**config.mk**
```make
export PLATFORM = sky130hd
export DESIGN_NAME = ssi_position_readout
export DESIGN_NICKNAME = d
export VERILOG_FILES = /design/src/shared/ssi_position_readout_pkg.sv /design/src/rtl/ssi_position_readout.sv
export VERILOG_INCLUDE_DIRS = /design/src /design/src/shared
export SDC_FILE = /design/constraint.sdc
export NUM_CORES = 1
export LEC_CHECK = 0
export ABC_CLOCK_PERIOD_IN_PS = 5900
export BUFFER_PORTS_ARGS = -buffer_cell sky130_fd_sc_hd__buf_2
export CAP_MARGIN = 20
export CELL_PAD_IN_SITES_DETAIL_PLACEMENT = 1
export CELL_PAD_IN_SITES_GLOBAL_PLACEMENT = 1
export CORE_MARGIN = 2
export CORE_UTILIZATION = 45
export CTS_BUF_LIST = sky130_fd_sc_hd__clkbuf_8
export CTS_CLUSTER_DIAMETER = 150
export DETAILED_ROUTE_END_ITERATION = 12
export PLACE_DENSITY_LB_ADDON = 0.12
export SYNTH_ARGS = -nofsm -noshare
export SYNTH_HDL_FRONTEND = slang
export SYNTH_SLANG_ARGS = --single-unit
export TNS_END_PERCENT = 50
```
**constraint.sdc**
```tcl
create_clock -name clk -period 5.9 [get_ports clk]
set_input_delay 0.885 -clock clk [delete_from_list [all_inputs] [get_ports clk]]
set_output_delay 0.885 -clock clk [all_outputs]
set_load 0.1 [all_outputs]
```
**src/shared/ssi_position_readout_regs.svh**
```systemverilog
// register map, field positions, reset values and timing constants of the position readout
// Summary of operation
// frame length 10 to 40 bits, default 13
// parity bit not counted in frame length
// parity enabled clocks one extra parity bit
// parity mismatch sets encoder fault flag
// gray code converted to binary, dual passes
// gray conversion only between LSB and MSB
// direction inversion only on position field
// serial clock rate selectable, 125 kHz default
// idle gap auto or 16..64 us
// encoder monoflop must fit configured gap
// automatic gap adapts to connected encoder
// isochronous automatic gap is 64 us
// position LSB number default 0, below MSB
// MSB default 12, below frame length
// MSB minus LSB must stay under 32
// unused inputs only report filtered level
// pulses shorter than input delay are suppressed
// input delay none up to 20 ms
// one delay setting shared by all inputs
// frame shifted in MSB first, bit per period
// even parity; position updated only on pass
`ifndef SSI_POSITION_READOUT_REGS_SVH
`define SSI_POSITION_READOUT_REGS_SVH

`define REG_CTRL_OFS 8'h00
`define REG_FRAME_OFS 8'h04
`define REG_STATUS_OFS 8'h08
`define REG_POSITION_OFS 8'h0c
`define REG_RAW_LO_OFS 8'h10
`define REG_RAW_HI_OFS 8'h14

`define CTRL_EN_BIT 0
`define CTRL_PARITY_BIT 1
`define CTRL_DUAL_BIT 2
`define CTRL_INVERT_BIT 3
`define CTRL_ISO_BIT 4
`define CTRL_RATE_LSB 8
`define CTRL_GAP_LSB 12
`define CTRL_DELAY_LSB 16
`define FRAME_LEN_LSB 0
`define FRAME_POSLSB_LSB 8
`define FRAME_POSMSB_LSB 16
`define STATUS_FAULT_BIT 0

`define FRAME_LEN_RST 6'd13
`define FRAME_LEN_MIN 6'd10
`define FRAME_LEN_MAX 6'd40
`define POS_LSB_RST 6'd0
`define POS_MSB_RST 6'd12
`define POS_SPAN_LIMIT 6'd32

`define SYS_CLK_HZ 25000000
`define RATE_125K_HZ 125000
`define RATE_250K_HZ 250000
`define RATE_500K_HZ 500000
`define RATE_1M_HZ 1000000
`define RATE_1M5_HZ 1500000
`define RATE_2M_HZ 2000000
`define GAP_16_US 16
`define GAP_32_US 32
`define GAP_48_US 48
`define GAP_64_US 64
`define DLY_0P05_MS 0.05
`define DLY_0P1_MS 0.1
`define DLY_0P4_MS 0.4
`define DLY_0P8_MS 0.8
`define DLY_1P6_MS 1.6
`define DLY_3P2_MS 3.2
`define DLY_12P8_MS 12.8
`define DLY_20_MS 20.0

`endif

```
**src/shared/ssi_position_readout_pkg.sv**
```systemverilog
// types shared by the position readout design and its bench
`default_nettype none
package ssi_position_readout_pkg;

  typedef enum logic [2:0] {
    RATE_125K = 3'h0,
    RATE_250K = 3'h1,
    RATE_500K = 3'h2,
    RATE_1M = 3'h3,
    RATE_1M5 = 3'h4,
    RATE_2M = 3'h5
  } rate_type;

  typedef enum logic [2:0] {
    GAP_AUTO = 3'h0,
    GAP_16US = 3'h1,
    GAP_32US = 3'h2,
    GAP_48US = 3'h3,
    GAP_64US = 3'h4
  } gap_type;

  typedef enum logic [3:0] {
    DLY_NONE = 4'h0,
    DLY_0P05 = 4'h1,
    DLY_0P1 = 4'h2,
    DLY_0P4 = 4'h3,
    DLY_0P8 = 4'h4,
    DLY_1P6 = 4'h5,
    DLY_3P2 = 4'h6,
    DLY_12P8 = 4'h7,
    DLY_20 = 4'h8
  } delay_type;

  typedef enum logic [1:0] {
    SSI_IDLE = 2'h0,
    SSI_LOW = 2'h1,
    SSI_HIGH = 2'h2,
    SSI_DONE = 2'h3
  } ssi_state_type;

endpackage
`default_nettype wire

```
**src/rtl/ssi_position_readout.sv**
```systemverilog
// ssi master for an absolute position encoder with apb registers and two filtered inputs
`include "ssi_position_readout_regs.svh"
`default_nettype none
module ssi_position_readout
  import ssi_position_readout_pkg::*;
#(
  parameter int unsigned Delay0p4Cycles = int'(`DLY_0P4_MS * `SYS_CLK_HZ / 1000.0),
  parameter int unsigned Delay0p8Cycles = int'(`DLY_0P8_MS * `SYS_CLK_HZ / 1000.0),
  parameter int unsigned Delay1p6Cycles = int'(`DLY_1P6_MS * `SYS_CLK_HZ / 1000.0),
  parameter int unsigned Delay3p2Cycles = int'(`DLY_3P2_MS * `SYS_CLK_HZ / 1000.0),
  parameter int unsigned Delay12p8Cycles = int'(`DLY_12P8_MS * `SYS_CLK_HZ / 1000.0),
  parameter int unsigned Delay20Cycles = int'(`DLY_20_MS * `SYS_CLK_HZ / 1000.0)
) (
  input wire logic clk,
  input wire logic arst_n,
  input wire logic psel,
  input wire logic penable,
  input wire logic pwrite,
  input wire logic [7:0] paddr,
  input wire logic [31:0] pwdata,
  output logic [31:0] prdata,
  output logic pready,
  output logic pslverr,
  output logic serialClk,
  input wire logic encoderDataLine,
  input wire logic din0,
  input wire logic din1,
  output logic encoderFaultFlag,
  output logic input0LevelFlag,
  output logic input1LevelFlag,
  output logic [31:0] positionValue
);

  ////////////////////////////////////////////////////////////////////////////
  // timing counts derived from the clock rate

  localparam int unsigned Delay0p05Cycles = int'(`DLY_0P05_MS * `SYS_CLK_HZ / 1000.0);
  localparam int unsigned Delay0p1Cycles = int'(`DLY_0P1_MS * `SYS_CLK_HZ / 1000.0);
  localparam int unsigned ClkPerUs = `SYS_CLK_HZ / 1000000;
  localparam logic [10:0] Gap16Cycles = 11'(`GAP_16_US * ClkPerUs);
  localparam logic [10:0] Gap32Cycles = 11'(`GAP_32_US * ClkPerUs);
  localparam logic [10:0] Gap48Cycles = 11'(`GAP_48_US * ClkPerUs);
  localparam logic [10:0] Gap64Cycles = 11'(`GAP_64_US * ClkPerUs);

  typedef struct packed {
    logic [2:0] syncA;
    logic [2:0] syncB;
    logic [1:0] fltLvl;
    logic [1:0][18:0] fltCnt;
    ssi_state_type st;
    logic [7:0] halfCnt;
    logic [10:0] gapCnt;
    logic [5:0] bitCnt;
    logic [40:0] shiftReg;
    logic sclk;
    logic enable;
    logic parityEn;
    logic dualCode;
    logic invertDir;
    logic isoMode;
    rate_type rate;
    gap_type gap;
    delay_type dly;
    logic [5:0] frameLen;
    logic [5:0] posLsb;
    logic [5:0] posMsb;
    logic fault;
    logic [31:0] position;
    logic [39:0] rawFrame;
    logic [31:0] prdata;
    logic pready;
    logic pslverr;
  } state_type;

  state_type q;
  state_type n;

  ////////////////////////////////////////////////////////////////////////////
  // helper functions

  // serial clock period in system clocks, rounded up so the rate is never exceeded
  function automatic logic [7:0] ratePeriod(input rate_type r);
    case (r)
      RATE_250K: ratePeriod = 8'((`SYS_CLK_HZ + `RATE_250K_HZ - 1) / `RATE_250K_HZ);
      RATE_500K: ratePeriod = 8'((`SYS_CLK_HZ + `RATE_500K_HZ - 1) / `RATE_500K_HZ);
      RATE_1M: ratePeriod = 8'((`SYS_CLK_HZ + `RATE_1M_HZ - 1) / `RATE_1M_HZ);
      RATE_1M5: ratePeriod = 8'((`SYS_CLK_HZ + `RATE_1M5_HZ - 1) / `RATE_1M5_HZ);
      RATE_2M: ratePeriod = 8'((`SYS_CLK_HZ + `RATE_2M_HZ - 1) / `RATE_2M_HZ);
      default: ratePeriod = 8'((`SYS_CLK_HZ + `RATE_125K_HZ - 1) / `RATE_125K_HZ);
    endcase
  endfunction

  // filter length per delay code; none means the synchronised level passes at once
  function automatic logic [18:0] delayCycles(input delay_type d);
    case (d)
      DLY_0P05: delayCycles = 19'(Delay0p05Cycles);
      DLY_0P1: delayCycles = 19'(Delay0p1Cycles);
      DLY_0P4: delayCycles = 19'(Delay0p4Cycles);
      DLY_0P8: delayCycles = 19'(Delay0p8Cycles);
      DLY_1P6: delayCycles = 19'(Delay1p6Cycles);
      DLY_3P2: delayCycles = 19'(Delay3p2Cycles);
      DLY_12P8: delayCycles = 19'(Delay12p8Cycles);
      DLY_20: delayCycles = 19'(Delay20Cycles);
      default: delayCycles = 19'h1;
    endcase
  endfunction

  // frame layout check applied to writes of the frame register
  function automatic logic frameLegal(input logic [5:0] len, input logic [5:0] lsb, input logic [5:0] msb);
    frameLegal = (len >= `FRAME_LEN_MIN) && (len <= `FRAME_LEN_MAX)
      && (lsb < msb)
      && (msb < len)
      && ((msb - lsb) < `POS_SPAN_LIMIT);
  endfunction

  // gray to binary over a zero-extended field; leading zeros leave it exact
  function automatic logic [31:0] grayToBin(input logic [31:0] g);
    logic [31:0] b;
    b = '0;
    b[31] = g[31];
    for (int i = 30; i >= 0; i--) begin
      b[i] = b[i + 1] ^ g[i];
    end
    grayToBin = b;
  endfunction

  ////////////////////////////////////////////////////////////////////////////
  // next state

  logic [5:0] nBits;
  logic [7:0] period;
  logic [7:0] lowHalf;
  logic [7:0] highHalf;
  logic gapDone;
  logic [39:0] frame;
  logic [31:0] mask;
  logic [31:0] field;
  logic [5:0] span;
  logic [18:0] dlyLen;
  logic ctrlOk;
  logic frameOk;

  always_comb begin
    n = q;
    // pins from outside the clock domain pass two flip-flops first
    n.syncA = {din1, din0, encoderDataLine};
    n.syncB = q.syncA;

    // one delay setting serves both inputs
    dlyLen = delayCycles(q.dly);
    for (int i = 0; i < 2; i++) begin
      if (q.syncB[i + 1] != q.fltLvl[i]) begin
        if (q.fltCnt[i] >= dlyLen - 19'h1) begin
          n.fltLvl[i] = q.syncB[i + 1];
          n.fltCnt[i] = '0;
        end else begin
          n.fltCnt[i] = q.fltCnt[i] + 19'h1;
        end
      end else begin
        n.fltCnt[i] = '0; // a short pulse restarts the count
      end
    end

    // apb: answer registered in the setup cycle, commit in the access cycle
    ctrlOk = (pwdata[`CTRL_RATE_LSB +: 3] <= 3'(RATE_2M))
      && (pwdata[`CTRL_GAP_LSB +: 3] <= 3'(GAP_64US))
      && (pwdata[`CTRL_DELAY_LSB +: 4] <= 4'(DLY_20));
    frameOk = frameLegal(pwdata[`FRAME_LEN_LSB +: 6], pwdata[`FRAME_POSLSB_LSB +: 6],
      pwdata[`FRAME_POSMSB_LSB +: 6]);
    n.pready = 1'b0;
    if (psel && !penable) begin
      n.pready = 1'b1;
      n.pslverr = 1'b0;
      n.prdata = '0;
      case (paddr)
        `REG_CTRL_OFS: begin
          n.prdata[`CTRL_EN_BIT] = q.enable;
          n.prdata[`CTRL_PARITY_BIT] = q.parityEn;
          n.prdata[`CTRL_DUAL_BIT] = q.dualCode;
          n.prdata[`CTRL_INVERT_BIT] = q.invertDir;
          n.prdata[`CTRL_ISO_BIT] = q.isoMode;
          n.prdata[`CTRL_RATE_LSB +: 3] = q.rate;
          n.prdata[`CTRL_GAP_LSB +: 3] = q.gap;
          n.prdata[`CTRL_DELAY_LSB +: 4] = q.dly;
          n.pslverr = pwrite && !ctrlOk;
        end
        `REG_FRAME_OFS: begin
          n.prdata[`FRAME_LEN_LSB +: 6] = q.frameLen;
          n.prdata[`FRAME_POSLSB_LSB +: 6] = q.posLsb;
          n.prdata[`FRAME_POSMSB_LSB +: 6] = q.posMsb;
          n.pslverr = pwrite && !frameOk;
        end
        `REG_STATUS_OFS: begin
          n.prdata[3:0] = {q.st != SSI_IDLE, q.fltLvl[1], q.fltLvl[0], q.fault};
        end
        `REG_POSITION_OFS: n.prdata = q.position;
        `REG_RAW_LO_OFS: n.prdata = q.rawFrame[31:0];
        `REG_RAW_HI_OFS: n.prdata[7:0] = q.rawFrame[39:32];
        default: n.pslverr = 1'b1;
      endcase
    end
    if (psel && penable && q.pready && pwrite && !q.pslverr) begin
      case (paddr)
        `REG_CTRL_OFS: begin
          n.enable = pwdata[`CTRL_EN_BIT];
          n.parityEn = pwdata[`CTRL_PARITY_BIT];
          n.dualCode = pwdata[`CTRL_DUAL_BIT];
          n.invertDir = pwdata[`CTRL_INVERT_BIT];
          n.isoMode = pwdata[`CTRL_ISO_BIT];
          n.rate = rate_type'(pwdata[`CTRL_RATE_LSB +: 3]);
          n.gap = gap_type'(pwdata[`CTRL_GAP_LSB +: 3]);
          n.dly = delay_type'(pwdata[`CTRL_DELAY_LSB +: 4]);
        end
        `REG_FRAME_OFS: begin
          n.frameLen = pwdata[`FRAME_LEN_LSB +: 6];
          n.posLsb = pwdata[`FRAME_POSLSB_LSB +: 6];
          n.posMsb = pwdata[`FRAME_POSMSB_LSB +: 6];
        end
        `REG_STATUS_OFS: begin
          if (pwdata[`STATUS_FAULT_BIT]) begin
            n.fault = 1'b0; // a parity error in the same cycle still wins below
          end
        end
        default: begin
        end
      endcase
    end

    // serial link timing
    nBits = q.frameLen + {5'h0, q.parityEn}; // parity rides on top of the length
    period = ratePeriod(q.rate);
    lowHalf = period >> 1;
    highHalf = period - lowHalf;
    // automatic gap outside iso mode waits for the encoder to release its data line, capped at 64 us
    case (q.gap)
      GAP_16US: gapDone = q.gapCnt >= Gap16Cycles;
      GAP_32US: gapDone = q.gapCnt >= Gap32Cycles;
      GAP_48US: gapDone = q.gapCnt >= Gap48Cycles;
      GAP_64US: gapDone = q.gapCnt >= Gap64Cycles;
      default: begin
        if (q.isoMode) begin
          gapDone = q.gapCnt >= Gap64Cycles;
        end else begin
          gapDone = (q.gapCnt >= {3'h0, period} && q.syncB[0]) || q.gapCnt >= Gap64Cycles;
        end
      end
    endcase

    // result extraction from the finished frame
    frame = q.parityEn ? q.shiftReg[40:1] : q.shiftReg[39:0];
    span = q.posMsb - q.posLsb;
    mask = 32'((33'h2 << span) - 33'h1);
    field = 32'(frame >> q.posLsb) & mask;
    if (!q.dualCode) begin
      field = grayToBin(field); // only the masked field is touched
    end
    if (q.invertDir) begin
      field = field ^ mask;
    end

    // frame sequencer; serial clock idles high
    case (q.st)
      SSI_IDLE: begin
        n.sclk = 1'b1;
        if (q.gapCnt != 11'h7ff) begin
          n.gapCnt = q.gapCnt + 11'h1;
        end
        if (q.enable && gapDone) begin
          n.st = SSI_LOW;
          n.sclk = 1'b0;
          n.halfCnt = '0;
          n.bitCnt = '0;
          n.shiftReg = '0;
        end
      end
      SSI_LOW: begin
        n.halfCnt = q.halfCnt + 8'h1;
        if (q.halfCnt >= lowHalf - 8'h1) begin
          n.halfCnt = '0;
          if (q.bitCnt != 6'h0) begin
            n.shiftReg = {q.shiftReg[39:0], q.syncB[0]}; // msb first
          end
          if (q.bitCnt == nBits) begin
            n.st = SSI_DONE;
            n.sclk = 1'b1;
          end else begin
            n.st = SSI_HIGH;
            n.sclk = 1'b1;
          end
        end
      end
      SSI_HIGH: begin
        n.halfCnt = q.halfCnt + 8'h1;
        if (q.halfCnt >= highHalf - 8'h1) begin
          n.halfCnt = '0;
          n.bitCnt = q.bitCnt + 6'h1;
          n.st = SSI_LOW;
          n.sclk = 1'b0;
        end
      end
      SSI_DONE: begin
        n.st = SSI_IDLE;
        n.gapCnt = '0;
        // unreceived high bits are zero, so the xor covers just the frame
        if (q.parityEn && (^q.shiftReg)) begin
          n.fault = 1'b1;
        end else begin
          n.rawFrame = frame;
          n.position = field;
        end
      end
      default: n.st = SSI_IDLE;
    endcase
  end

  ////////////////////////////////////////////////////////////////////////////
  // state register

  always_ff @(posedge clk or negedge arst_n) begin
    if (!arst_n) begin
      q <= '{
        syncA: 3'h0, syncB: 3'h0, fltLvl: 2'h0, fltCnt: '0, st: SSI_IDLE,
        halfCnt: 8'h0, gapCnt: 11'h0, bitCnt: 6'h0, shiftReg: 41'h0, sclk: 1'b1,
        enable: 1'b0, parityEn: 1'b0, dualCode: 1'b0, invertDir: 1'b0, isoMode: 1'b0,
        rate: RATE_125K, gap: GAP_AUTO, dly: DLY_0P1,
        frameLen: `FRAME_LEN_RST, posLsb: `POS_LSB_RST, posMsb: `POS_MSB_RST,
        fault: 1'b0, position: 32'h0, rawFrame: 40'h0,
        prdata: 32'h0, pready: 1'b0, pslverr: 1'b0
      };
    end else begin
      q <= n;
    end
  end

  // outputs straight from the state register
  assign prdata = q.prdata;
  assign pready = q.pready;
  assign pslverr = q.pslverr;
  assign serialClk = q.sclk;
  assign encoderFaultFlag = q.fault;
  assign input0LevelFlag = q.fltLvl[0];
  assign input1LevelFlag = q.fltLvl[1];
  assign positionValue = q.position;

endmodule
`default_nettype wire

```
== After elaboration in Yosys (flattened, before gate mapping) ==
Memory sizes are Yosys's and may differ from the RTL's.
Cells that the tools add are included.

* Bits in registers: 255
* Bits in read-only memories: 288
* Bits of input ports: 48
* Output and inout bits: 70
* Word-level logic and storage cells: 210
* Memories: 1

{| class="wikitable"
|+ Memory list
! memory !! depth !! bits a word !! read ports !! clocked after memory_dff !! wr ports !! RTL line !! text
|-
| (no name shown) || 16 || 18 || 1 || 0 || 0 || ssi_position_readout.sv:95 || <nowiki>case (d)</nowiki>
|}

* Add/sub/neg operators: 13
* Magnitude comparators: 17
* Equality and inequality tests: 26
* Shift-type cells: 2
* Multiplexer cells: 46
* Bitwise operators: 34
* Reductions and logical operators: 42

{| class="wikitable"
|+ Operator list
! kind !! number
|-
| $pmux W41 S2 || 1
|-
| $mux W19 || 4
|-
| $mux W73 || 1
|-
| $mux W72 || 1
|-
| $mux W48 || 1
|-
| $mux W42 || 1
|-
| $mux W41 || 1
|-
| $reduce_xor A41 Y1 || 1
|-
| $mux W40 || 1
|-
| $pmux W8 S5 || 1
|-
| $shr A40 B6 Y32 || 1
|-
| $add A19 B1 Y19 const B || 2
|-
| $ge A19 B19 Y1 || 2
|-
| $and A32 B32 Y32 || 1
|-
| $mux W32 || 1
|-
| $shl A2 B6 Y32 const A || 1
|-
| $sub A32 B1 Y32 const B || 1
|-
| $xor A32 B32 Y32 || 1
|-
| $mux W31 || 1
|-
| $xor A1 B1 Y1 || 31
|-
| $mux W10 || 3
|-
| $pmux W4 S6 || 1
|-
| $pmux W8 S3 || 1
|-
| $ge A11 B11 Y1 const B || 2
|-
| other kinds (59) || 118
|}

== Longest topological paths before layout ==
Gate-level depths: netlist of run 1.

* Depth in word-level cells: 40
* Mapped depth: 28
* Mapped depth without buffers: 24

== Worst setup path before layout of run 1 ==
No wires, ideal clock.

* Path type: register to register
* From: register q[114] in the netlist's numbering
* To: register q, in the netlist positionValue[0]
* Library setup time: 0.092 ns
* Arrival time: 6.435 ns
* Required time: 5.808 ns
* Path slack: -0.627 ns
* Stages on the path, launching flop included: 26
* Path buffers: 4
* Period minus slack after synthesis: 6.527 ns
* Path through: dfrtp_1 -> inv_2 -> buf_1 -> buf_1 -> buf_1 -> ha_1 -> nor2b_1 -> o2111ai_1 -> nor2b_1 -> nand3_1 -> nor2_1 -> nand3_1 -> ha_1 -> and2_1 -> buf_2 -> and3_1 -> o21a_1 -> xnor2_2 -> xnor2_2 -> xnor2_2 -> xnor3_2 -> xnor3_1 -> xor2_1 -> xor2_1 -> o21a_1 -> o31ai_2

* Cells in the longest elaborated chain, start to end: 38
* Elaborated cells between the ends (all ways): 39
* Classes of those cells: add/sub: 2; shift: 2; mux: 2; bitwise: 33

{| class="wikitable"
|+ Ends and longest elaborated chain
! what !! RTL line !! text
|-
| start, declared || ssi_position_readout.sv:75 || <nowiki>state_type q;</nowiki>
|-
| start signal, assigned || ssi_position_readout.sv:321 || <nowiki>q <= '{</nowiki>
|-
| start signal, assigned || ssi_position_readout.sv:331 || <nowiki>q <= n;</nowiki>
|-
| $sub A6 B6 Y6 || ssi_position_readout.sv:251 || <nowiki>span = q.posMsb - q.posLsb;</nowiki>
|-
| $shl A2 B6 Y32 || ssi_position_readout.sv:252 || <nowiki>mask = 32'((33'h2 << span) - 33'h1);</nowiki>
|-
| $sub A32 B1 Y32 || ssi_position_readout.sv:252 ||
|-
| $and A32 B32 Y32 || ssi_position_readout.sv:253 || <nowiki>field = 32'(frame >> q.posLsb) & mask;</nowiki>
|-
| $xor A1 B1 Y1 (31 in a row) || ssi_position_readout.sv:122 || <nowiki>b[i] = b[i + 1] ^ g[i];</nowiki>
|-
| $mux W31 || ssi_position_readout.sv:254 || <nowiki>if (!q.dualCode) begin</nowiki>
|-
| $xor A32 B32 Y32 || ssi_position_readout.sv:258 || <nowiki>field = field ^ mask;</nowiki>
|-
| $mux W32 * || ssi_position_readout.sv:257 || <nowiki>if (q.invertDir) begin</nowiki>
|}

Every way passes the cells marked *; elsewhere a longest branch is shown, timed or not.
A chain may end at the register's enable or synchronous reset.

== Worst setup path in the final report of run 1 ==
* From: register q[113] in the netlist's numbering
* To: register q, in the netlist positionValue[0]

The elaborated chain is that of the path after synthesis.

==> results of run 1 <==
## through the flow
step | setup WS, ps | std cells
finish | 244 | 2895
global route | -46.7 | 2894
CTS | 154 | 2892
detailed placement | 178 | 2804
global placement | 316 | 2803
floorplan | 48.0 | 2270
## critical path: cells and delay by family, from the launching register on
family / cells / cell delay (ps)
AOI/OAI and AO/OA: 4 / 750
xor gates and xnor gates: 7 / 2010
buffers and inverters: 2 / 860
DFF: 1 / 360
muxes: 3 / 1200
and+or+nand+nor: 2 / 330
## final cells by class
class                           count  area, µm²  share of cell area [%]
Antenna cell                        1       2.50                  0.0116
Clock buffer                       59        812                    3.75
Clock inverter                     29        179                   0.827
Inverter                           61        229                    1.06
Multi-Input combinational cell   1737      12300                    56.9
Sequential cell                   255       6390                    29.6
Tap cell                          592        741                    3.42
Timing Repair Buffer              161        971                    4.49
## routing by layer
| layer | global-route usage (%) | share of wire [%] | wire length [µm] |
|---|---|---|---|
| met2 | 46.4 | 45 | 30100 |
| met4 | 8.84 | 3.3 | 2210 |
| met3 | 4.61 | 4.8 | 3190 |
| met5 | 0 | 0.035 | 23 |
| met1 | 39.7 | 47 | 31000 |
## repair_timing
item	in CTS	in global routing
buffers inserted	0	2
setup endpoints to repair	0	10
resized for setup	0	2
## sequential cells by signal, summed over array words and instances, names as in the netlist
signal / cells
input1LevelFlag: 1
prdata: 32
pslverr: 1
q: 182
pready: 1
positionValue: 32
n: 3
serialClk: 1
encoderFaultFlag: 1
input0LevelFlag: 1
## cells in the final DEF (no fill, tap or decap), types with 72 or more instances in the layout
cell     netlist  layout
nor2_1       207     206
nand2_1      266     265
a21oi_1       98      98
buf_2         11     103
xnor2_1      114     113
mux2i_1      128     128
xor2_1        72      72
inv_1         55      74
dfrtp_1      248     246
ha_1         111     111
o21ai_0      201     201
## kinds of logic (layout without fill, tap and decap cells)
logic type / after synthesis / in the layout
simple gates: 680 / 680
flops: 255 / 255
mux: 213 / 213
buf+inv: 278 / 310
fa+ha+maj: 113 / 113
compound gates: 532 / 532
xor+xnor: 199 / 199
other cells: 0 / 1
## path summary, 6_finish.rpt
check	startpoint	endpoint	slack [ps]
max reg2reg	q[113]$_DFFE_PN0P_	positionValue[0]$_DFFE_PN0P_	240
max	q[113]$_DFFE_PN0P_	positionValue[0]$_DFFE_PN0P_	240
max in group asynchronous	arst_n	q[113]$_DFFE_PN0P_	4160
min reg2reg	n[249]$_DFF_PN0_	q[249]$_DFF_PN0_	360
min in group asynchronous	arst_n	q[231]$_DFF_PN0_	390
min	din1	n[251]$_DFF_PN0_	350
## report_power, final
| group | leakage [µW] | switching [µW] | internal (µW) |
|---|---|---|---|
| clock network | 0.000574 | 824 | 988 |
| registers | 0.00349 | 86.3 | 1800 |
| logic | 0.00551 | 457 | 254 |
==> out/metrics.yaml, run 1 <==
row_count: 77
die_y_um: 215
path_class: "reg2reg"
syn_nets: 2431
clk_latency_ps: 650
pin_count: 118
stdcell_area_um2: 21600
synth_compound_area_share_pct: 17.0
cap_violations: 0
synth.area.mux_share_pct: 12.6
yosysMostFrequentCell: "nand2_1"
path_max_fanout: 49
ant_nets: 0
cts_buffer_depth: 3
syn_avg_cell_area_um2: 8.80
place_congestion: 0.946
ys_top_cells_by_area: "dfrtp_1 31%, ha_1 7.0%, mux2i_1 6.4%, o21ai_0 5.0%, nand2_1 5.0%"
numCtsBuffers: 49
synth_top_area_share_pct: 31.1
hold_path_class: "in2reg"
total_leakage_power_uw: 0.00957
drv_slew: 0
synth-xor-area-share_pct: 9.43
hold_depth: 1
startpoint_type: "flip-flop"
dpl_cell_area_um2: 20600
relSlewSlack_pct: 26.3
setup_viol: 0
grt_max_degree: 134
cp-end-kind: "flip-flop"
finalCritPeriodShare_pct: 95.9
reg2reg_depth: 18
synth_edf_count: 0
wl_um: 66600
critical_path.max_stage_delay_ps: 570
yosys_warnings: 0
antenna_found_initial: 5
drive_above_1_share_pct: 15.9
outcome: "finished, final reports clean"
fp.dieW_um: 215
post_drt_wl_per_cell_um: 23.0
async_flop_share_pct: 100
grt_pass1_vias: 17596
period_minus_slack_ps: 5660
syn_area_um2: 20000
synth_adder_area_share_pct: 7.15
yosys.area.top_type: "dfrtp_1"
yosys.area_share.simple_pct: 15.1
overflow: 0
synth.distinct_cells: 86
worstPathRequired_ps: 6450
grt_pass1_wl_um: 104000
nets: 2426
power_uw: 4410
ys_seq_area_share_pct: 32.0
hold_viol: 0
ys_ff_latch: 255
drc: 0
dieArea_um2: 46100
synth_top_family_by_area: "compound AO/OA/AOI/OAI gates"
slowest_stage: "xnor3_2"
holdBufCountCts: 0
synth_common_cells: "266 x nand2_1, 248 x dfrtp_1, 207 x nor2_1"
peakVddDrop_mv: 0.195
fin_skew_ps: 25.9
htreeDepth: 2
clockRootBuffer: "clkbuf_8"
design.core.area_um2: 44000
powerDensity_nw_per_um2: 204
start_util_pct: 45.4
path_cells: "buf_4, buf_4, mux2_2, mux4_2, mux2_2, and3_1, a31oi_1, a21oi_1, nand2_1, xnor2_1, xnor2_2, xnor2_1, xnor3_2, xnor3_1, xor2_1, xor2_1, o21a_1, o31ai_2"
dr.pass1.iters: 5
area_growth_pct: 8.29
groute.usage.overall_pct: 28.8
clkSinkCount: 255
final_util_pct: 49.1
max_freq_mhz: 177
num_vias: 17095
cts_tree: "built"
io_buffers: 104
dp_hpwl_um: 50600
viasPerCell: 5.91
first_iter_violations: 1306
whs_ps: 355
postSynthCellCount: 2270
worstMarginPinSlew_ps: 1100
fill_cells: 5171
tns_ps: 0
cts.clk_slew.worst_paths_ps: 60
synth_flop_cell: "dfrtp_1"
critPathArrivalTime_ps: 6200
(Power assumes the default switching activity.)
==> run 2, diff against run 1 <==
--- a/config.mk
+++ b/config.mk
@@ -6,13 +6,14 @@
 export SDC_FILE = /design/constraint.sdc
 export NUM_CORES = 1
 export LEC_CHECK = 0
+export ABC_AREA = 1
 export ABC_CLOCK_PERIOD_IN_PS = 5900
 export BUFFER_PORTS_ARGS = -buffer_cell sky130_fd_sc_hd__buf_2
 export CAP_MARGIN = 20
 export CELL_PAD_IN_SITES_DETAIL_PLACEMENT = 1
 export CELL_PAD_IN_SITES_GLOBAL_PLACEMENT = 1
 export CORE_MARGIN = 2
-export CORE_UTILIZATION = 45
+export CORE_UTILIZATION = 42
 export CTS_BUF_LIST = sky130_fd_sc_hd__clkbuf_8
 export CTS_CLUSTER_DIAMETER = 150
 export DETAILED_ROUTE_END_ITERATION = 12
==> run 2 against run 1 <==
Sequential share of layout area down 0.78 points; sequential power about the same; combinational power up 15%; critical path type unchanged; critical endpoint is now positionValue[1]$_DFFE_PN0P_.
==> out/metrics.yaml, run 2 <==
pwr-share-seq_pct: 41.1  # -1.7 points
r2r_end: "positionValue[1]$_DFFE_PN0P_"
final_common_cell: "nand2_1"
ys_ff_latch: 255  # unchanged
largest_reg_flops: 182  # unchanged
period_minus_slack_ps: 5680  # +26.7 ps
reg2reg_setup_slack_ps: 220  # -30 ps
dp_hpwl_um: 51800  # +2.5%
antenna_found_initial: 0  # -5
nets: 2956  # +22%
yosys.area.top_type: "dfrtp_1"
cap_violations: 0  # unchanged
outcome: "finished, final reports clean"
largest-register: "q"
stdcell_area_um2: 22200  # +2.8%
crit_top_cell: "nand2_2"
syn_avg_cell_area_um2: 7.10  # -19%
cts_buffer_depth: 3  # unchanged
p_switching_uw: 1540  # +12%
diodes: 0  # -1
grt_pass1_vias: 19253  # +9.4%
hold_path_class: "in2async"
groute.usage.overall_pct: 28.6  # -0.23 points
powerDensity_nw_per_um2: 207  # +1.4%
clockRootBuffer: "clkbuf_8"
fp.dieW_um: 219  # +2.2%
synth_common_cells: "657 x nand2_1, 353 x o21ai_0, 264 x inv_1"
postSynthCellCount: 2745  # +21%
start_util_pct: 42.8  # -2.6 points
slowest_stage: "dfrtp_2"
worstPathRequired_ps: 6430  # -20 ps
max_freq_mhz: 176  # -0.47%
drive_above_1_share_pct: 15.5  # -0.44 points
first_iter_violations: 1235  # -5.4%
critical_path.max_stage_delay_ps: 440  # -130 ps
ys_top_cells_by_area: "dfrtp_1 32%, nand2_1 13%, o21ai_0 9.1%, ha_1 7.1%, inv_1 5.1%"
startpoint_type: "flip-flop"
syn_area_um2: 19500  # -2.4%
clkSinkCount: 255  # unchanged
switching_share_pct: 33.4  # +2.4 points
syn_nets: 2906  # +20%
final_cell_mix: "606 x nand2_1, 348 x o21ai_0, 268 x inv_1, 245 x dfrtp_1, 212 x nor2_1"
dr.pass1.iters: 5  # unchanged
synth_top_area_share_pct: 31.8  # +0.78 points
pre_cts_slack_ps: 76.9  # -101 ps
post_drt_wl_per_cell_um: 20.2  # -12%
p_int_uw: 3060  # +0.52%
power_uw: 4600  # +4.2%
path_class: "reg2reg"
async_flop_share_pct: 100  # unchanged
place_congestion: 0.902  # -4.6%
comb_power_share_pct: 17.9  # +1.8 points
drc: 0  # unchanged
worstMarginPinSlew_ps: 1090  # -13.0 ps
grt_max_degree: 118  # -12%
wl_um: 69300  # +4.1%
num_vias: 18905  # +11%
area_growth_pct: 14.1
synth.distinct_cells: 56  # -35%
dieArea_um2: 48100  # +4.4%
finalCritPeriodShare_pct: 96.3  # +0.45 points
grt_pass1_wl_um: 107000  # +3.8%
reg2reg_depth: 46  # +28
clkPwrFrac_pct: 41.0  # about the same
hold_viol: 0  # unchanged
yosys_warnings: 0  # unchanged
cts.clk_slew.worst_paths_ps: 60  # about the same
row_count: 78  # +1.3%
ys_seq_area_share_pct: 32.8  # +0.80 points
overflow: 0  # unchanged
dpl_cell_area_um2: 20200  # -1.9%
fin_skew_ps: 40.0  # +14.2 ps
pin_count: 118  # unchanged
clk_latency_ps: 660  # about the same
drv_slew: 0  # unchanged
relSlewSlack_pct: 27.5  # +1.3 points
setup_viol: 0  # unchanged
rr_startpoint: "q[113]$_DFFE_PN0P_"
numCtsBuffers: 49  # unchanged
design.core.area_um2: 45600  # +3.5%
io_buffers: 104  # unchanged
yosysMostFrequentCell: "nand2_1"
synth_flop_cell: "dfrtp_1"
setup_ws_ps: 218  # -26.7 ps
cp-end-kind: "flip-flop"
die_y_um: 219  # +2.2%
viasPerCell: 5.51  # -6.8%
htreeDepth: 2  # unchanged
critPathArrivalTime_ps: 6210  # about the same
total_leakage_power_uw: 0.0103  # +7.7%
path_max_fanout: 7  # -86%
synth_edf_count: 0  # unchanged
cts_tree: "built"
ant_nets: 0  # unchanged
peakVddDrop_mv: 0.230  # +18%
==> run 2: routing by layer <==
metal  track usage [%]  routed length, µm
met5                 0                  0
met4              9.05               2300
met3              3.70               2870
met2              48.9              33300
met1              37.2              30800
==> run 2: worst max path at each step <==
stage                             startpoint                            to  slack [ps]  cells past startpoint
after floorplan           q[115]$_DFFE_PN0P_  positionValue[1]$_DFFE_PN0P_          30                     51
final                     q[113]$_DFFE_PN0P_  positionValue[1]$_DFFE_PN0P_         220                     46
after global placement    q[113]$_DFFE_PN0P_  positionValue[1]$_DFFE_PN0P_         330                     45
after CTS                 q[107]$_DFFE_PN0P_  positionValue[1]$_DFFE_PN0P_          50                     46
after global routing      q[113]$_DFFE_PN0P_  positionValue[2]$_DFFE_PN0P_        -150                     47
after detailed placement  q[107]$_DFFE_PN0P_  positionValue[1]$_DFFE_PN0P_          80                     46
==> run 2: power by group through the flow <==
stage,combinational (µW),sequential (µW),clock (µW)
2_1_floorplan,572,1930,0
3_3_place_gp,791,1920,0
3_5_place_dp,818,1920,0
4_1_cts,822,1890,1940
5_1_grt,924,1900,2010
6_report,822,1890,1890
==> run 2: stage by stage <==
step	utilization (%)	hold slack (ps)	cells	setup TNS, ps
detailed placement	44.3	349	3320	0
floorplan	-	331	2745	0
CTS	46.6	173	3410	0
global route	48.8	195	3434	-611
global placement	44.3	332	3320	0
finish	48.8	173	3434	0
==> run 2: kinds of logic (layout without fill, tap and decap cells) <==
group / Yosys count / after routing / share of synthesized area (%)
simple gates: 1205 / 1206 / 26.3
buf+inv: 441 / 529 / 9.93
mux: 13 / 13 / 0.681
xor+xnor: 154 / 154 / 6.92
flops: 255 / 255 / 32.8
compound gates: 564 / 564 / 16.1
fa+ha+maj: 113 / 113 / 7.33
==> run 2: cell type report <==
type	count	area [µm²]
Clock buffer	68	936
Clock inverter	22	109
Fill cell	5779	23400
Inverter	270	1020
Multi-Input combinational cell	2050	11900
Sequential cell	255	6400
Tap cell	600	751
Timing Repair Buffer	168	1100
Timing Repair inverter	1	5.00
==> run 2: worst max-delay path, delay by kind of cell (launching register included) <==
kind / cells / cell delay, ps
and+or+nand+nor: 38 / 3500
xor gates and xnor gates: 2 / 520
adders and majority gates: 2 / 570
DFF: 1 / 440
buffers and inverters: 4 / 500
==> run 2: timing repair <==
action,CTS,global route
endpoints found under the hold margin,0,0
buffers inserted,0,20
resized for setup,0,187
setup endpoints to repair,0,12
hold buffers,0,0
==> run 3, diff against run 2 <==
--- a/config.mk
+++ b/config.mk
@@ -7,7 +7,7 @@
 export NUM_CORES = 1
 export LEC_CHECK = 0
 export ABC_AREA = 1
-export ABC_CLOCK_PERIOD_IN_PS = 5900
+export ABC_CLOCK_PERIOD_IN_PS = 5200
 export BUFFER_PORTS_ARGS = -buffer_cell sky130_fd_sc_hd__buf_2
 export CAP_MARGIN = 20
 export CELL_PAD_IN_SITES_DETAIL_PLACEMENT = 1
==> constraint.sdc (replaced) <==
create_clock -name clk -period 5.2 [get_ports clk]
set_input_delay 0.78 -clock clk [delete_from_list [all_inputs] [get_ports clk]]
set_output_delay 0.78 -clock clk [all_outputs]
set_load 0.1 [all_outputs]
==> run 3 against run 2 <==
The flow now finishes with violations (negative setup slack); register-to-register slack worse by 720 ps; clock skew is 12 ps lower; wire length is 4.5% higher.
==> out/metrics.yaml, run 3 (synthesized netlist as in run 2, its figures left out) <==
place_congestion: 0.900  # -0.18%
grt_max_degree: 121  # +2.5%
comb_power_share_pct: 17.9  # about the same
powerDensity_nw_per_um2: 224  # +8.3%
cp.depth: 49  # +6.5%
worstPathRequired_ps: 5720  # -710 ps
max_freq_mhz: 175  # -0.28%
peakVddDrop_mv: 0.217  # -5.7%
path_class: "reg2reg"
row_count: 78  # unchanged
switching_share_pct: 32.3  # -1.1 points
reg2reg_depth: 49  # +6.5%
numCtsBuffers: 48  # -2.0%
final_cell_mix: "573 x nand2_1, 344 x o21ai_0, 266 x inv_1, 246 x dfrtp_1, 196 x buf_4"
cts.clk_slew.worst_paths_ps: 60  # about the same
viasPerCell: 5.54  # +0.65%
violations: "negative setup slack"
setup_viol: 12  # +12
final_util_pct: 52.6  # +3.8 points
drv_slew: 0  # unchanged
ant_nets: 0  # unchanged
pre_cts_slack_ps: -643  # -720 ps
largest-register: "q"
p_int_uw: 3630  # +19%
path_max_fanout: 7  # unchanged
cts_buffer_depth: 3  # unchanged
fin_skew_ps: 27.8  # -12.2 ps
num_vias: 19864  # +5.1%
drive_above_1_share_pct: 22.3  # +6.9 points
pwr-share-seq_pct: 40.0  # -1.1 points
cap_violations: 0  # unchanged
relSlewSlack_pct: 20.6  # -6.9 points
critPathArrivalTime_ps: 6220  # about the same
wl_um: 72400  # +4.5%
clkSinkCount: 255  # unchanged
nets: 3105  # +5.0%
largest_reg_flops: 182  # unchanged
grt_setup_unrepaired: "yes"
grt_pass1_vias: 20293  # +5.4%
cp_num_buf_inv: 2  # -2
grt_pass1_wl_um: 109000  # +1.9%
critical_path.max_stage_delay_ps: 430  # about the same
hold_path_class: "in2async"
clkPwrFrac_pct: 42.1  # +1.1 points
clockRootBuffer: "clkbuf_8"
dr.pass1.iters: 5  # unchanged
place_inst: 3451  # +3.9%
clk_latency_ps: 630  # -30 ps
tns_ps: -3710  # -3710 ps
hold_viol: 0  # unchanged
crit_top_cell: "nand2_4"
start_util_pct: 42.8  # unchanged
cts_tree: "built"
crit_family: "simple AND/OR/NAND/NOR gates"
slowest_stage: "dfrtp_1"
post_drt_wl_per_cell_um: 20.2  # +0.10%
area_growth_pct: 22.9
groute.usage.overall_pct: 29.0  # +0.43 points
htreeDepth: 2  # unchanged
period_minus_slack_ps: 5700  # +15.8 ps
startpoint_type: "flip-flop"
stdcell_count: 3585  # +4.4%
worstMarginPinSlew_ps: 1180  # +96.7 ps
pin_count: 118  # unchanged
drc: 0  # unchanged
antenna_found_initial: 3  # +3
io_buffers: 104  # unchanged
first_iter_violations: 1325  # +7.3%
final_common_cell: "nand2_1"
finalCritPeriodShare_pct: 110  # +13 points
cp-end-kind: "flip-flop"
dp_hpwl_um: 52800  # +1.8%
die_y_um: 219  # unchanged
fp.dieW_um: 219  # unchanged
setup_ws_ps: -498  # -716 ps
p_switching_uw: 1740  # +13%
design.core.area_um2: 45600  # unchanged
total_leakage_power_uw: 0.0111  # +8.1%
outcome: "complete, but fails checks"
dieArea_um2: 48100  # unchanged
overflow: 0  # unchanged
## run 3: cell count changes in the layout (fill, tap and decap cells not counted), sizes merged
cell      previous run  this run
clkinv              12        11
inv                276       279
nor2               243       244
buf                167       316
bufinv               0         4
clkinvlp             5         0
clkbuf              69        67
diode                0         2
## run 3: worst reg2reg max path: cells and delay by family (launching register included)
kind | cells | cell delay (ps)
buffers and inverters | 2 | 280
adders and majority gates | 2 | 580
DFF | 1 | 430
and+or+nand+nor | 45 | 4310
## run 3: worst paths after layout
| path | slack [ps] | start | to |
|---|---|---|---|
| max in group asynchronous | 3830 | arst_n | positionValue[31]$_DFFE_PN0P_ |
| hold reg to reg | 350 | n[250]$_DFF_PN0_ | q[250]$_DFF_PN0_ |
| min in group clk | 250 | din0 | n[250]$_DFF_PN0_ |
| hold / removal | 120 | arst_n | q[249]$_DFF_PN0_ |
| setup reg to reg | -500 | q[113]$_DFFE_PN0P_ | positionValue[1]$_DFFE_PN0P_ |
| setup / recovery | -500 | q[113]$_DFFE_PN0P_ | positionValue[1]$_DFFE_PN0P_ |
## run 3: area by class of cell
class / instances / area, µm²
clock buffer: 65 / 895
tap: 600 / 751
clock inverter: 24 / 209
fill: 5753 / 21600
antenna: 2 / 5.00
timing repair buffer: 318 / 2280
sequential: 255 / 6390
inverter: 270 / 1020
multi-input combinational: 2051 / 12400
## run 3: per-stage QoR
step | instance area (µm²) | hold slack, ps | power, µW
floorplan | 19700 | 331 | 2830
global placement | 21300 | 334 | 3070
detailed placement | 21300 | 336 | 3110
CTS | 22800 | 171 | 5410
global route | 24000 | 176 | 5630
finish | 24000 | 124 | 5370
## run 3: what timing repair did
item	CTS	global route
gates cloned	0	5
gates resized for setup	72	211
setup endpoints to repair	13	65
hold buffers	0	0
pin swaps	29	43
setup buffers	16	20
## run 3: power by group through the flow
stage | Combinational (µW) | Clock, µW | Sequential (µW)
after floorplan | 649 | 0 | 2190
after global routing | 1060 | 2410 | 2160
after CTS | 944 | 2320 | 2150
after global placement | 898 | 0 | 2180
final | 960 | 2260 | 2150
after detailed placement | 934 | 0 | 2180
## run 3: routing by layer
layer / routed length, µm / GRT usage, %
met1: 31000 / 36.8
met2: 35300 / 49.1
met3: 3450 / 4.66
met4: 2680 / 11.6
met5: 0 / 0
